### config.mk
export PLATFORM = sky130hd
export DESIGN_NAME = fsi_top
export DESIGN_NICKNAME = d
export VERILOG_FILES = /design/src/shared/fsi_pkg.sv /design/src/hw/fsi_phase_div.sv /design/src/hw/fsi_top.sv
export SDC_FILE = /design/constraint.sdc
export NUM_CORES = 1
export LEC_CHECK = 0
export ABC_CLOCK_PERIOD_IN_PS = 2300
export BUFFER_PORTS_ARGS = -buffer_cell sky130_fd_sc_hd__clkbuf_2
export CAP_MARGIN = 20
export CORE_MARGIN = 1
export CORE_UTILIZATION = 55
export DETAILED_ROUTE_END_ITERATION = 16
export GPL_TIMING_DRIVEN = 0
export PLACE_DENSITY = 0.86
export SKIP_CTS_REPAIR_TIMING = 1
export SYNTH_ARGS = -nofsm -noshare
export SYNTH_HDL_FRONTEND = slang
export SYNTH_SLANG_ARGS = --single-unit
export TNS_END_PERCENT = 20
### constraint.sdc
create_clock -name I_CLK_SYS -period 2.3 [get_ports I_CLK_SYS]
set_input_delay 0.115 -clock I_CLK_SYS [delete_from_list [all_inputs] [get_ports I_CLK_SYS]]
set_output_delay 0.115 -clock I_CLK_SYS [all_outputs]
set_load 0.01 [all_outputs]
### src/shared/fsi_pkg.sv
// constants and types for the flame status indicator driver
// Operation
// function light steady green while mains present and scanner supply lies in window
// flame-strength row shows scanner condition only while function light is green
// supply outside window flashes the function light red as internal fault
// during supply fault all row lights dark and scanner power output off
// row is eight separately driven multi-colour lights, index 0 leftmost
// flame off lights only leftmost position red, other seven dark
// flame on lights two to eight green from the left, rising with strength
// warning mode alternates left four yellow with right four yellow
// scanner fault mode flashes all eight row lights yellow together
// scanner disabled mode holds all eight row lights steady yellow
// no scanner signals detected turns all eight row lights off
// sixteen-light ring mirrors the scanner ring in every mode
// scanner condition decoded from both loop currents, selecting all patterns
// fault contact closes to its common when a scanner problem is seen
// flash and alternation rates are parameters derived from the system clock
package fsi_pkg;

  // system clock
  localparam int unsigned CLK_KHZ         = 10000;

  // light colour codes, two bits per light
  localparam logic [1:0]  COL_OFF         = 2'h0;
  localparam logic [1:0]  COL_RED         = 2'h1;
  localparam logic [1:0]  COL_GREEN       = 2'h2;
  localparam logic [1:0]  COL_YELLOW      = 2'h3;

  // row and ring geometry
  localparam int unsigned ROW_LIGHTS      = 8;
  localparam int unsigned RING_LIGHTS     = 16;
  localparam int unsigned FLAME_ON_MIN    = 2;

  // fixed row patterns, light 0 in bits [1:0]
  localparam logic [15:0] ROW_DARK        = 16'h0000;
  localparam logic [15:0] ROW_FLAME_OFF   = 16'h0001;
  localparam logic [15:0] ROW_ALL_YELLOW  = 16'hffff;
  localparam logic [15:0] ROW_LEFT_YELLOW = 16'h00ff;
  localparam logic [15:0] ROW_RIGHT_YELLOW= 16'hff00;

  // loop current codes (8-bit converter samples) separating the conditions
  localparam logic [7:0]  LOOP_ABSENT_MAX = 8'h10;
  localparam logic [7:0]  LOOP_B_DIS_MAX  = 8'h40;
  localparam logic [7:0]  LOOP_B_FLT_MAX  = 8'h70;
  localparam logic [7:0]  LOOP_B_WARN_MAX = 8'ha0;
  localparam logic [7:0]  LOOP_B_OFF_MAX  = 8'hd0;
  localparam logic [7:0]  LOOP_A_ON_BASE  = 8'h30;
  localparam int unsigned LOOP_A_STEP_SH  = 5;

  // times in milliseconds and their cycle counts
  localparam int unsigned FLASH_HALF_MS   = 500;
  localparam int unsigned ALT_HALF_MS     = 500;
  localparam int unsigned RETRY_MS        = 1000;
  localparam int unsigned SETTLE_MS       = 50;
  localparam int unsigned FLASH_HALF_CYC  = FLASH_HALF_MS * CLK_KHZ;
  localparam int unsigned ALT_HALF_CYC    = ALT_HALF_MS * CLK_KHZ;
  localparam int unsigned RETRY_CYC       = RETRY_MS * CLK_KHZ;
  localparam int unsigned SETTLE_CYC      = SETTLE_MS * CLK_KHZ;

  // scanner conditions
  typedef enum logic [2:0] {
    MD_NONE,
    MD_DISABLED,
    MD_FAULT,
    MD_WARN,
    MD_FLAME_OFF,
    MD_FLAME_ON
  } fsi_mode_t;

endpackage : fsi_pkg

### src/hw/fsi_phase_div.sv
// free-running divider giving a square phase for flashing and alternation
`timescale 1ns/100ps
module fsi_phase_div
  import fsi_pkg::*;
#(
  parameter int unsigned HALF_CYCLES = FLASH_HALF_CYC
)
(
  // clock and reset
  input  wire logic i_clk,
  input  wire logic i_reset_n,
  // phase out
  output logic      o_phase
);

  localparam int unsigned CW = (HALF_CYCLES > 1) ? $clog2(HALF_CYCLES) : 1;
  localparam logic [CW-1:0] LAST = CW'(HALF_CYCLES - 1);

  logic [CW-1:0] cnt_reg;
  logic [CW-1:0] cnt_next;
  logic          phase_reg;
  logic          phase_next;

  always_comb
  begin
    cnt_next   = cnt_reg + 1'b1;
    phase_next = phase_reg;
    if (cnt_reg == LAST)
    begin
      cnt_next   = '0;
      phase_next = ~phase_reg;
    end
  end

  always_ff @(posedge i_clk or negedge i_reset_n)
  begin
    if (!i_reset_n)
    begin
      cnt_reg   <= '0;
      phase_reg <= 1'b0;
    end
    else
    begin
      cnt_reg   <= cnt_next;
      phase_reg <= phase_next;
    end
  end

  assign o_phase = phase_reg;

endmodule : fsi_phase_div

### src/hw/fsi_top.sv
// flame status indicator driver: supply check, condition decode, light patterns
`timescale 1ns/100ps
module fsi_top
  import fsi_pkg::*;
#(
  parameter int unsigned FLASH_CYCLES  = FLASH_HALF_CYC,
  parameter int unsigned ALT_CYCLES    = ALT_HALF_CYC,
  parameter int unsigned RETRY_CYCLES  = RETRY_CYC,
  parameter int unsigned SETTLE_CYCLES = SETTLE_CYC
)
(
  // clock and reset
  input  wire logic        I_CLK_SYS,
  input  wire logic        I_RESET_N,
  // supply monitor pins
  input  wire logic        I_MAINS_OK,
  input  wire logic        I_VOUT_IN_WINDOW,
  // loop current samples from the converter, same clock
  input  wire logic        I_LOOP_SAMPLE_VALID,
  input  wire logic [7:0]  I_SCANNER_LOOP_CURRENT_A,
  input  wire logic [7:0]  I_SCANNER_LOOP_CURRENT_B,
  // indicators
  output logic [1:0]       O_FUNC_LED,
  output logic [15:0]      O_ROW_LED,
  output logic [31:0]      O_RING_LED,
  // power and fault contact
  output logic             O_SCANNER_PWR_EN,
  output logic             O_FAULT_CONTACT_CLOSE
);

  localparam int unsigned RW = $clog2(RETRY_CYCLES + 1);
  localparam int unsigned SW = $clog2(SETTLE_CYCLES + 1);
  localparam logic [RW-1:0] RETRY_LAST  = RW'(RETRY_CYCLES - 1);
  localparam logic [SW-1:0] SETTLE_LAST = SW'(SETTLE_CYCLES - 1);

  // pin synchronisers: three stages, a change counts once stages two and three agree
  logic [2:0] mains_sync_reg;
  logic [2:0] vout_sync_reg;
  logic       mains_ok_reg;
  logic       mains_ok_next;
  logic       vout_ok_reg;
  logic       vout_ok_next;

  always_comb
  begin
    mains_ok_next = mains_ok_reg;
    vout_ok_next  = vout_ok_reg;
    if (mains_sync_reg[1] == mains_sync_reg[2])
    begin
      mains_ok_next = mains_sync_reg[2];
    end
    if (vout_sync_reg[1] == vout_sync_reg[2])
    begin
      vout_ok_next = vout_sync_reg[2];
    end
  end

  always_ff @(posedge I_CLK_SYS or negedge I_RESET_N)
  begin
    if (!I_RESET_N)
    begin
      // start at the pins' good level, so a healthy power-up never flashes a false fault
      mains_sync_reg <= 3'h7;
      vout_sync_reg  <= 3'h7;
      mains_ok_reg   <= 1'b1;
      vout_ok_reg    <= 1'b1;
    end
    else
    begin
      mains_sync_reg <= {mains_sync_reg[1:0], I_MAINS_OK};
      vout_sync_reg  <= {vout_sync_reg[1:0], I_VOUT_IN_WINDOW};
      mains_ok_reg   <= mains_ok_next;
      vout_ok_reg    <= vout_ok_next;
    end
  end

  // supply supervision; the window is ignored while the output settles,
  // otherwise switching power off would hold the fault forever
  logic          supply_fault_reg;
  logic          supply_fault_next;
  logic [RW-1:0] retry_cnt_reg;
  logic [RW-1:0] retry_cnt_next;
  logic [SW-1:0] settle_cnt_reg;
  logic [SW-1:0] settle_cnt_next;
  logic          settle_done;

  assign settle_done = (settle_cnt_reg == '0);

  always_comb
  begin
    supply_fault_next = supply_fault_reg;
    retry_cnt_next    = retry_cnt_reg;
    settle_cnt_next   = settle_cnt_reg;
    if (!supply_fault_reg)
    begin
      if (!settle_done)
      begin
        settle_cnt_next = settle_cnt_reg - 1'b1;
      end
      if (!mains_ok_reg || (settle_done && !vout_ok_reg))
      begin
        supply_fault_next = 1'b1;
        retry_cnt_next    = RETRY_LAST;
        settle_cnt_next   = '0;
      end
    end
    else if (retry_cnt_reg != '0)
    begin
      retry_cnt_next = retry_cnt_reg - 1'b1;
    end
    else if (mains_ok_reg)
    begin
      supply_fault_next = 1'b0;
      settle_cnt_next   = SETTLE_LAST;
    end
  end

  always_ff @(posedge I_CLK_SYS or negedge I_RESET_N)
  begin
    if (!I_RESET_N)
    begin
      supply_fault_reg <= 1'b0;
      retry_cnt_reg    <= '0;
      settle_cnt_reg   <= SETTLE_LAST;
    end
    else
    begin
      supply_fault_reg <= supply_fault_next;
      retry_cnt_reg    <= retry_cnt_next;
      settle_cnt_reg   <= settle_cnt_next;
    end
  end

  // flash and alternation phases
  logic flash_phase;
  logic alt_phase;

  fsi_phase_div #(.HALF_CYCLES(FLASH_CYCLES)) u_flash_div (
    .i_clk    (I_CLK_SYS),
    .i_reset_n(I_RESET_N),
    .o_phase  (flash_phase)
  );

  fsi_phase_div #(.HALF_CYCLES(ALT_CYCLES)) u_alt_div (
    .i_clk    (I_CLK_SYS),
    .i_reset_n(I_RESET_N),
    .o_phase  (alt_phase)
  );

  // condition decode from both loops
  fsi_mode_t  mode_reg;
  fsi_mode_t  mode_next;
  logic [3:0] lit_reg;
  logic [3:0] lit_next;
  logic [7:0] a_over;

  assign a_over = (I_SCANNER_LOOP_CURRENT_A > LOOP_A_ON_BASE) ?
                  (I_SCANNER_LOOP_CURRENT_A - LOOP_A_ON_BASE) : 8'h00;

  always_comb
  begin
    mode_next = mode_reg;
    lit_next  = lit_reg;
    if (I_LOOP_SAMPLE_VALID)
    begin
      if (I_SCANNER_LOOP_CURRENT_A <= LOOP_ABSENT_MAX &&
          I_SCANNER_LOOP_CURRENT_B <= LOOP_ABSENT_MAX)
        mode_next = MD_NONE;
      else if (I_SCANNER_LOOP_CURRENT_B <= LOOP_B_DIS_MAX)
        mode_next = MD_DISABLED;
      else if (I_SCANNER_LOOP_CURRENT_B <= LOOP_B_FLT_MAX)
        mode_next = MD_FAULT;
      else if (I_SCANNER_LOOP_CURRENT_B <= LOOP_B_WARN_MAX)
        mode_next = MD_WARN;
      else if (I_SCANNER_LOOP_CURRENT_B <= LOOP_B_OFF_MAX)
        mode_next = MD_FLAME_OFF;
      else
        mode_next = MD_FLAME_ON;
      // strength: two lights at the base, one more per step, capped at eight
      if ((a_over >> LOOP_A_STEP_SH) >= 8'(ROW_LIGHTS - FLAME_ON_MIN))
        lit_next = 4'(ROW_LIGHTS);
      else
        lit_next = 4'(FLAME_ON_MIN) + 4'(a_over >> LOOP_A_STEP_SH);
    end
  end

  always_ff @(posedge I_CLK_SYS or negedge I_RESET_N)
  begin
    if (!I_RESET_N)
    begin
      mode_reg <= MD_NONE;
      lit_reg  <= 4'(FLAME_ON_MIN);
    end
    else
    begin
      mode_reg <= mode_next;
      lit_reg  <= lit_next;
    end
  end

  // light patterns; outside warning mode the row doubles as the left half of the ring
  logic [1:0]  func_next;
  logic [15:0] row_next;
  logic [15:0] scan_row;
  logic [15:0] ring_right;
  logic        fault_contact_next;

  always_comb
  begin
    scan_row   = ROW_DARK;
    ring_right = ROW_DARK;
    case (mode_reg)
      MD_FLAME_OFF: scan_row = ROW_FLAME_OFF;
      MD_FLAME_ON:
      begin
        for (int i = 0; i < ROW_LIGHTS; i++)
        begin
          if (i < int'(lit_reg))
            scan_row[2*i +: 2] = COL_GREEN;
        end
      end
      MD_WARN:
      begin
        scan_row   = alt_phase ? ROW_RIGHT_YELLOW : ROW_LEFT_YELLOW;
        ring_right = alt_phase ? ROW_ALL_YELLOW : ROW_DARK;
      end
      MD_FAULT:
      begin
        scan_row   = flash_phase ? ROW_ALL_YELLOW : ROW_DARK;
        ring_right = scan_row;
      end
      MD_DISABLED:
      begin
        scan_row   = ROW_ALL_YELLOW;
        ring_right = ROW_ALL_YELLOW;
      end
      MD_NONE: scan_row = ROW_DARK;
      default: scan_row = ROW_DARK;
    endcase
    if (supply_fault_reg)
    begin
      func_next  = flash_phase ? COL_RED : COL_OFF;
      row_next   = ROW_DARK;
      ring_right = ROW_DARK;
    end
    else
    begin
      func_next = COL_GREEN;
      row_next  = scan_row;
    end
    fault_contact_next = (mode_reg == MD_FAULT) || (mode_reg == MD_NONE) ||
                         (mode_reg == MD_WARN);
  end

  // in warning mode the ring swaps its eight-light halves while the row swaps its four-light halves
  always_ff @(posedge I_CLK_SYS or negedge I_RESET_N)
  begin
    if (!I_RESET_N)
    begin
      O_FUNC_LED            <= COL_OFF;
      O_ROW_LED             <= ROW_DARK;
      O_RING_LED            <= 32'h0000_0000;
      O_SCANNER_PWR_EN      <= 1'b0;
      O_FAULT_CONTACT_CLOSE <= 1'b1;
    end
    else
    begin
      O_FUNC_LED            <= func_next;
      O_ROW_LED             <= row_next;
      O_RING_LED            <= (mode_reg == MD_WARN && !supply_fault_reg) ?
                               {ring_right, ~ring_right} : {ring_right, row_next};
      O_SCANNER_PWR_EN      <= !supply_fault_reg;
      O_FAULT_CONTACT_CLOSE <= fault_contact_next;
    end
  end
endmodule : fsi_top

# Yosys cells after proc, flatten, opt, wreduce, memory -nomap -nowiden
# Index checks and enable logic that the tools add are counted.
dict set report op_classes {
  addsub 6
  multipliers 0
  n_div 0
  magnitude_cmp 16
  n_eq_ne 13
  n_shift 0
  mux 39
  n_bitwise 3
  n_reduce_logical 15
}
# operator n
set op_table {}
lappend op_table {{16-bit 2-to-1 mux} 6}
lappend op_table {{19-bit 2-to-1 mux} 5}
lappend op_table {{16-bit case mux with 5 select lines} 1}
lappend op_table {{24-bit 2-to-1 mux} 3}
lappend op_table {{16-bit case mux with 3 select lines} 1}
lappend op_table {{23-bit by 1-bit adder with 23-bit output (second input constant)} 2}
lappend op_table {{23-bit == test (second input constant)} 2}
lappend op_table {{23-bit 2-to-1 mux} 2}
lappend op_table {{24-bit nonzero test} 1}
lappend op_table {{24-bit by 1-bit subtractor with 24-bit output (second input constant)} 1}
lappend op_table {{19-bit logical NOT} 1}
lappend op_table {{19-bit by 1-bit subtractor with 19-bit output (second input constant)} 1}
lappend op_table {{2-bit 2-to-1 mux} 9}
lappend op_table {{8-bit by 5-bit less-or-equal comparator with 1-bit output (second input constant)} 2}
lappend op_table {{8-bit by 7-bit less-or-equal comparator with 1-bit output (second input constant)} 2}
lappend op_table {{8-bit less-or-equal comparator (second input constant)} 2}
lappend op_table {{3-bit by 4-bit less-than comparator with 1-bit output (first input constant)} 4}
lappend op_table {{16-bit NOT} 1}
lappend op_table {{3-bit 2-to-1 mux} 4}
lappend op_table {{8-bit by 6-bit > comparator with 1-bit output (second input constant)} 1}
lappend op_table {{1-bit by 4-bit less-than comparator with 1-bit output (first input constant)} 2}
lappend op_table {{2-bit by 4-bit less-than comparator with 1-bit output (first input constant)} 2}
lappend op_table {{8-bit 2-to-1 mux} 1}
lappend op_table {{8-bit by 6-bit subtractor with 8-bit output (second input constant)} 1}
lappend op_table {{other kinds (19)} 35}
dict set report totals {
  regBits 159
  latchBits 0
  ramBits 0
  mem_bits_ro 0
  input_bits 21
  out_inout_bits 52
  elab_cells 110
  mem_count 0
}

# Logic depth before layout (Yosys ltp)
dict set report depth {
  depth_word 6
  ltp_mapped 9
  depth_no_buf 7
}

# Cells and area by module
# Synthesis repeated with hierarchy kept, for this count alone.
dict set report hier_totals {
  hier_cells 663
  area_unflattened_um2 6742.7
}
# module n_inst cells_per_inst area_each_um2 seq_area_each_um2
set by_module_without_submodules {}
lappend by_module_without_submodules {fsi_top 1 443 4377.9 2153.3}
lappend by_module_without_submodules {fsi_phase_div 2 110 1182.4 600.6}

# Worst setup path after synthesis
# No wires, ideal clock.
dict set report synth_path {
  path_type {register to register}
  startpoint {register settle_cnt_reg[0]}
  endpoint {register settle_cnt_reg[18]}
  setup_time_ps 63
  arrival_time_ps 2040
  t_required_ps 2237
  slack_ps 197
  path_stages_with_launch 8
  path_buffers 0
  synth_period_minus_slack_ps 2103
  path_cell_list {dfstp_2 > inv_1 > ha_1 > or3b_2 > or4_4 > nor3_2 > xor2_1 > o221a_1}
}
dict set report synth_via {
  elab_chain_len 5
  elab_cells_between_ends 9
  classes_between {add/sub: 1; eq/ne: 1; mux: 3; reduce/logical: 4}
}
# element line
set synth_lines {}
lappend synth_lines {{start: declaration} fsi_top.sv:83} ;# logic [SW-1:0] settle_cnt_reg;
lappend synth_lines {{start signal: assignment} fsi_top.sv:130} ;# settle_cnt_reg <= settle_cnt_next;
lappend synth_lines {{parallel branches: the longest is 5 deep, another holds 19-bit by 1-bit subtractor with 19-bit output} -}
# Several ways; the timed one is not identified. The select of a mux whose other input is x is not followed.
# A chain may end at the register's enable or synchronous reset.

# Worst setup path in the final report
dict set report layout_path {
  startpoint {register settle_cnt_reg[0]}
  endpoint {register settle_cnt_reg[11]}
}
# Same word-level chain as after synthesis.

==> results.yml <==
setup_path:
  arrival_ns: 2.59
  reg2reg_to: "settle_cnt_reg[11]"
  r2r_start: "settle_cnt_reg[0]"
  endpoint_kind: "flop"
  crit_chain: "inv_1 > ha_2 > or3b_4 > nor2_1 > a41o_1 > buf_4 > and2_4 > buf_6 > a211o_1"
  cp-start-kind: "flop"
  cp_slowest_stage_delay_ns: 0.55
  r2r_slack_ns: 0.01
  cp_max_fo: 10
  worst-r2r-cell-count: 9
  required_ns: 2.60
  slowest_stage: "dfstp_2"
  crit_type: "flop to flop"
synthesis:
  synth_cell_type_count: 66
  avgSynthCellArea_um2: 9.97
  synthFlopType: "dfrtp_1"
  async_reset_ff_share_pct: 100
  syn-instance-count: 668
  synth_edf_count: 0
  ys_ff_latch: 133
  syn-cell-area_um2: 6660
  synth.net_count: 698
  yosys_warnings: 0
  seq_area_frac_synth_pct: 50.4
sta:
  finClkSkew_ns: 0.00701
  period_share_pct: 99.5
  drv_slew: 0
  fmax_ghz: 0.437
  final.setup.tns_ns: 0
  tightest_slew_ns: 0.893
  finalSetupViolations: 0
  fin_crit_ns: 2.29
  whs_ns: 0.0280
  finalHoldViolations: 0
  maxSlewHeadroom_pct: 39.9
  rsz0062_at_grt: "true"
clocking:
  cts_buffers: 17
  cts.path.max_buffers: 2
  clock_latency_ns: 0.42
  htreeDepth: 4
  cts_tree: "done"
  path_clk_slew_ns: 0.06
  clockRootBuffer: "clkbuf_16"
  clock-sinks: 133
floorplanning:
  dieWidth_um: 112
  die_h_um: 112
  initial_core_util_pct: 57.3
  io_pins: 73
  dieArea_um2: 12600
  num_rows: 39
  coreArea_um2: 11600
detailed_routing:
  drt-initial-drc-count: 550
  avgRoutedWirePerCell_um: 17.2
  viasPerCell: 6.10
  met1_length_um: 6410
  via_count: 5626
  top_layer: "met4"
  wl_um: 15900
  dr_wl_met2_um: 7910
  dr.pass1.iters: 13
  route.met3.wl_um: 1040
  ant_nets: 0
  drc: 2
power:
  p_leak_nw: 3.72
  p_int_mw: 4.06
  p_sw_share_pct: 23.2
  p_switching_mw: 1.22
  combinationalPowerShare_pct: 3.9
  pwr-share-seq_pct: 45.7
  p_per_area_nw_per_um2: 660
  ir_drop_v: 0.000492
  clkPwrFrac_pct: 50.4
  power.total_mw: 5.28
outcome:
  violations: "DRC"
  status: "finished, violations left"
run:
  maxCapViolations: 0
layout:
  nets: 796
  syn_to_final_growth_pct: 20.1
  largest_reg_flops: 24
  diodes: 0
  post-route-util_pct: 68.9
  num-fill-cells: 770
  drive_gt1_share_pct: 25.7
  fin_cells: 922
min_path:
  min_to: "mode_reg[1]"
  min_from: "I_LOOP_SAMPLE_VALID"
  hold_depth: 3
  hold_class: "primary input to flop"
placed_design:
  port_buffers: 72
  dp.cells: 884
  gp_routability_congestion: 0.848
  dp.final_hpwl_um: 10000
global_routing:
  first_global_vias: 5521
  grt_usage_pct: 25.9
  grt_max_degree: 87
  antenna_found_initial: 0
  overflow: 0
  grt_pass1_wl_um: 26100
[per-stage QoR]
stage	setup WS, ns	cell area [um2]
2_1_floorplan	0.197	6660
3_3_place_gp	-0.819	7200
3_5_place_dp	-0.332	7230
4_1_cts	-0.357	7820
5_1_grt	-0.126	8000
6_report	0.0117	8000
[cell type report]
| cell class | instances | area (um2) | share of cell area (%) |
|---|---|---|---|
| Clock inverter | 14 | 153 | 1.91 |
| Clock buffer | 18 | 429 | 5.37 |
| Inverter | 30 | 113 | 1.41 |
| Multi-Input combinational cell | 461 | 3020 | 37.8 |
| Tap cell | 143 | 179 | 2.24 |
| Sequential cell | 133 | 3350 | 41.9 |
| Buffer | 44 | 298 | 3.72 |
| Timing Repair Buffer | 79 | 449 | 5.62 |
[worst max path at each step]
stage,from,endpoint
after floorplan,settle_cnt_reg[0],settle_cnt_reg[18]
after global placement,I_RESET_N,u_alt_div.cnt_reg[21]
after detailed placement,settle_cnt_reg[0],retry_cnt_reg[4]
after CTS,settle_cnt_reg[0],retry_cnt_reg[4]
after global routing,retry_cnt_reg[19],settle_cnt_reg[11]
final,settle_cnt_reg[0],settle_cnt_reg[11]
[cell usage after synthesis (4+ instances only)]
| master | n | area, um2 |
|---|---|---|
| nand2_1 | 56 | 210 |
| a211oi_2 | 4 | 50.1 |
| a31oi_1 | 4 | 25.0 |
| nand3_1 | 37 | 185 |
| o22ai_1 | 5 | 31.3 |
| nor2b_1 | 4 | 25.0 |
| a21oi_1 | 28 | 140 |
| ha_1 | 9 | 113 |
| o211ai_1 | 5 | 37.5 |
| nor4b_1 | 4 | 35.0 |
| xor2_1 | 36 | 315 |
| dfstp_2 | 21 | 552 |
| nand4_1 | 21 | 131 |
| dfrtp_1 | 112 | 2800 |
| or2_2 | 4 | 25.0 |
| inv_1 | 29 | 109 |
| nor3_1 | 21 | 105 |
| nand3b_1 | 6 | 45.0 |
| nand4b_1 | 4 | 35.0 |
| and2_1 | 4 | 25.0 |
| o21ai_0 | 18 | 90.1 |
| a21o_1 | 7 | 52.6 |
| xnor2_1 | 18 | 158 |
| nor2_1 | 60 | 225 |
| o31ai_1 | 4 | 30.0 |
| nor4_1 | 13 | 81.3 |
| o21ai_1 | 6 | 30.0 |
| or4_1 | 13 | 97.6 |
| or3_1 | 10 | 62.6 |
| clkbuf_1 | 12 | 45.0 |
| buf_4 | 28 | 210 |
| and3_1 | 8 | 50.1 |
[metal layers]
metal | vias up | global-route usage, %
li1 | 2562 | -
met1 | 2737 | 33.3
met2 | 277 | 42.7
met3 | 50 | 5.45
met4 | 0 | 11.0
met5 | - | 0
[kinds of logic after synthesis]
| family | after synthesis | synth area share (%) |
|---|---|---|
| AND/OR/NAND/NOR | 283 | 22.9 |
| flip-flops | 133 | 50.4 |
| AO/OA/AOI/OAI | 107 | 10.6 |
| buffers and inverters | 74 | 6.01 |
| XOR/XNOR | 54 | 7.10 |
| adder cells (fa/ha/maj) | 11 | 1.99 |
| multiplexers | 6 | 0.958 |
[layout by cell type (no fill, tap or decap), drive strengths merged, types with 10 or more instances in the layout]
| cell type | Yosys | layout |
|---|---|---|
| or3 | 10 | 10 |
| clkbuf | 12 | 103 |
| nor3 | 23 | 23 |
| nand4 | 21 | 21 |
| xnor2 | 18 | 18 |
| nand2 | 56 | 56 |
| inv | 30 | 34 |
| dfrtp | 112 | 112 |
| o21ai | 24 | 24 |
| buf | 32 | 35 |
| xor2 | 36 | 36 |
| a21oi | 28 | 28 |
| nor2 | 60 | 60 |
| nor4 | 17 | 17 |
| nand3 | 37 | 37 |
| dfstp | 21 | 21 |
| or4 | 15 | 15 |
[power groups by stage]
stage               combinational (mW)  clock (mW)  sequential (mW)
CTS                              0.196        2.67             2.41
detailed placement               0.190           0             2.45
floorplan                       0.0888           0             2.44
global placement                 0.172           0             2.45
finish                           0.204        2.66             2.41
global route                     0.229        2.77             2.42
[worst max-delay path: cells and delay by family, from the launching register on]
kind                       cells  cell delay, ns
AOI/OAI and AO/OA              2            0.51
adders and majority gates      1            0.21
buffers and inverters          3            0.38
DFF                            1            0.55
and+or+nand+nor                3            0.50
Note: power is estimated with default switching activity, not from simulation.
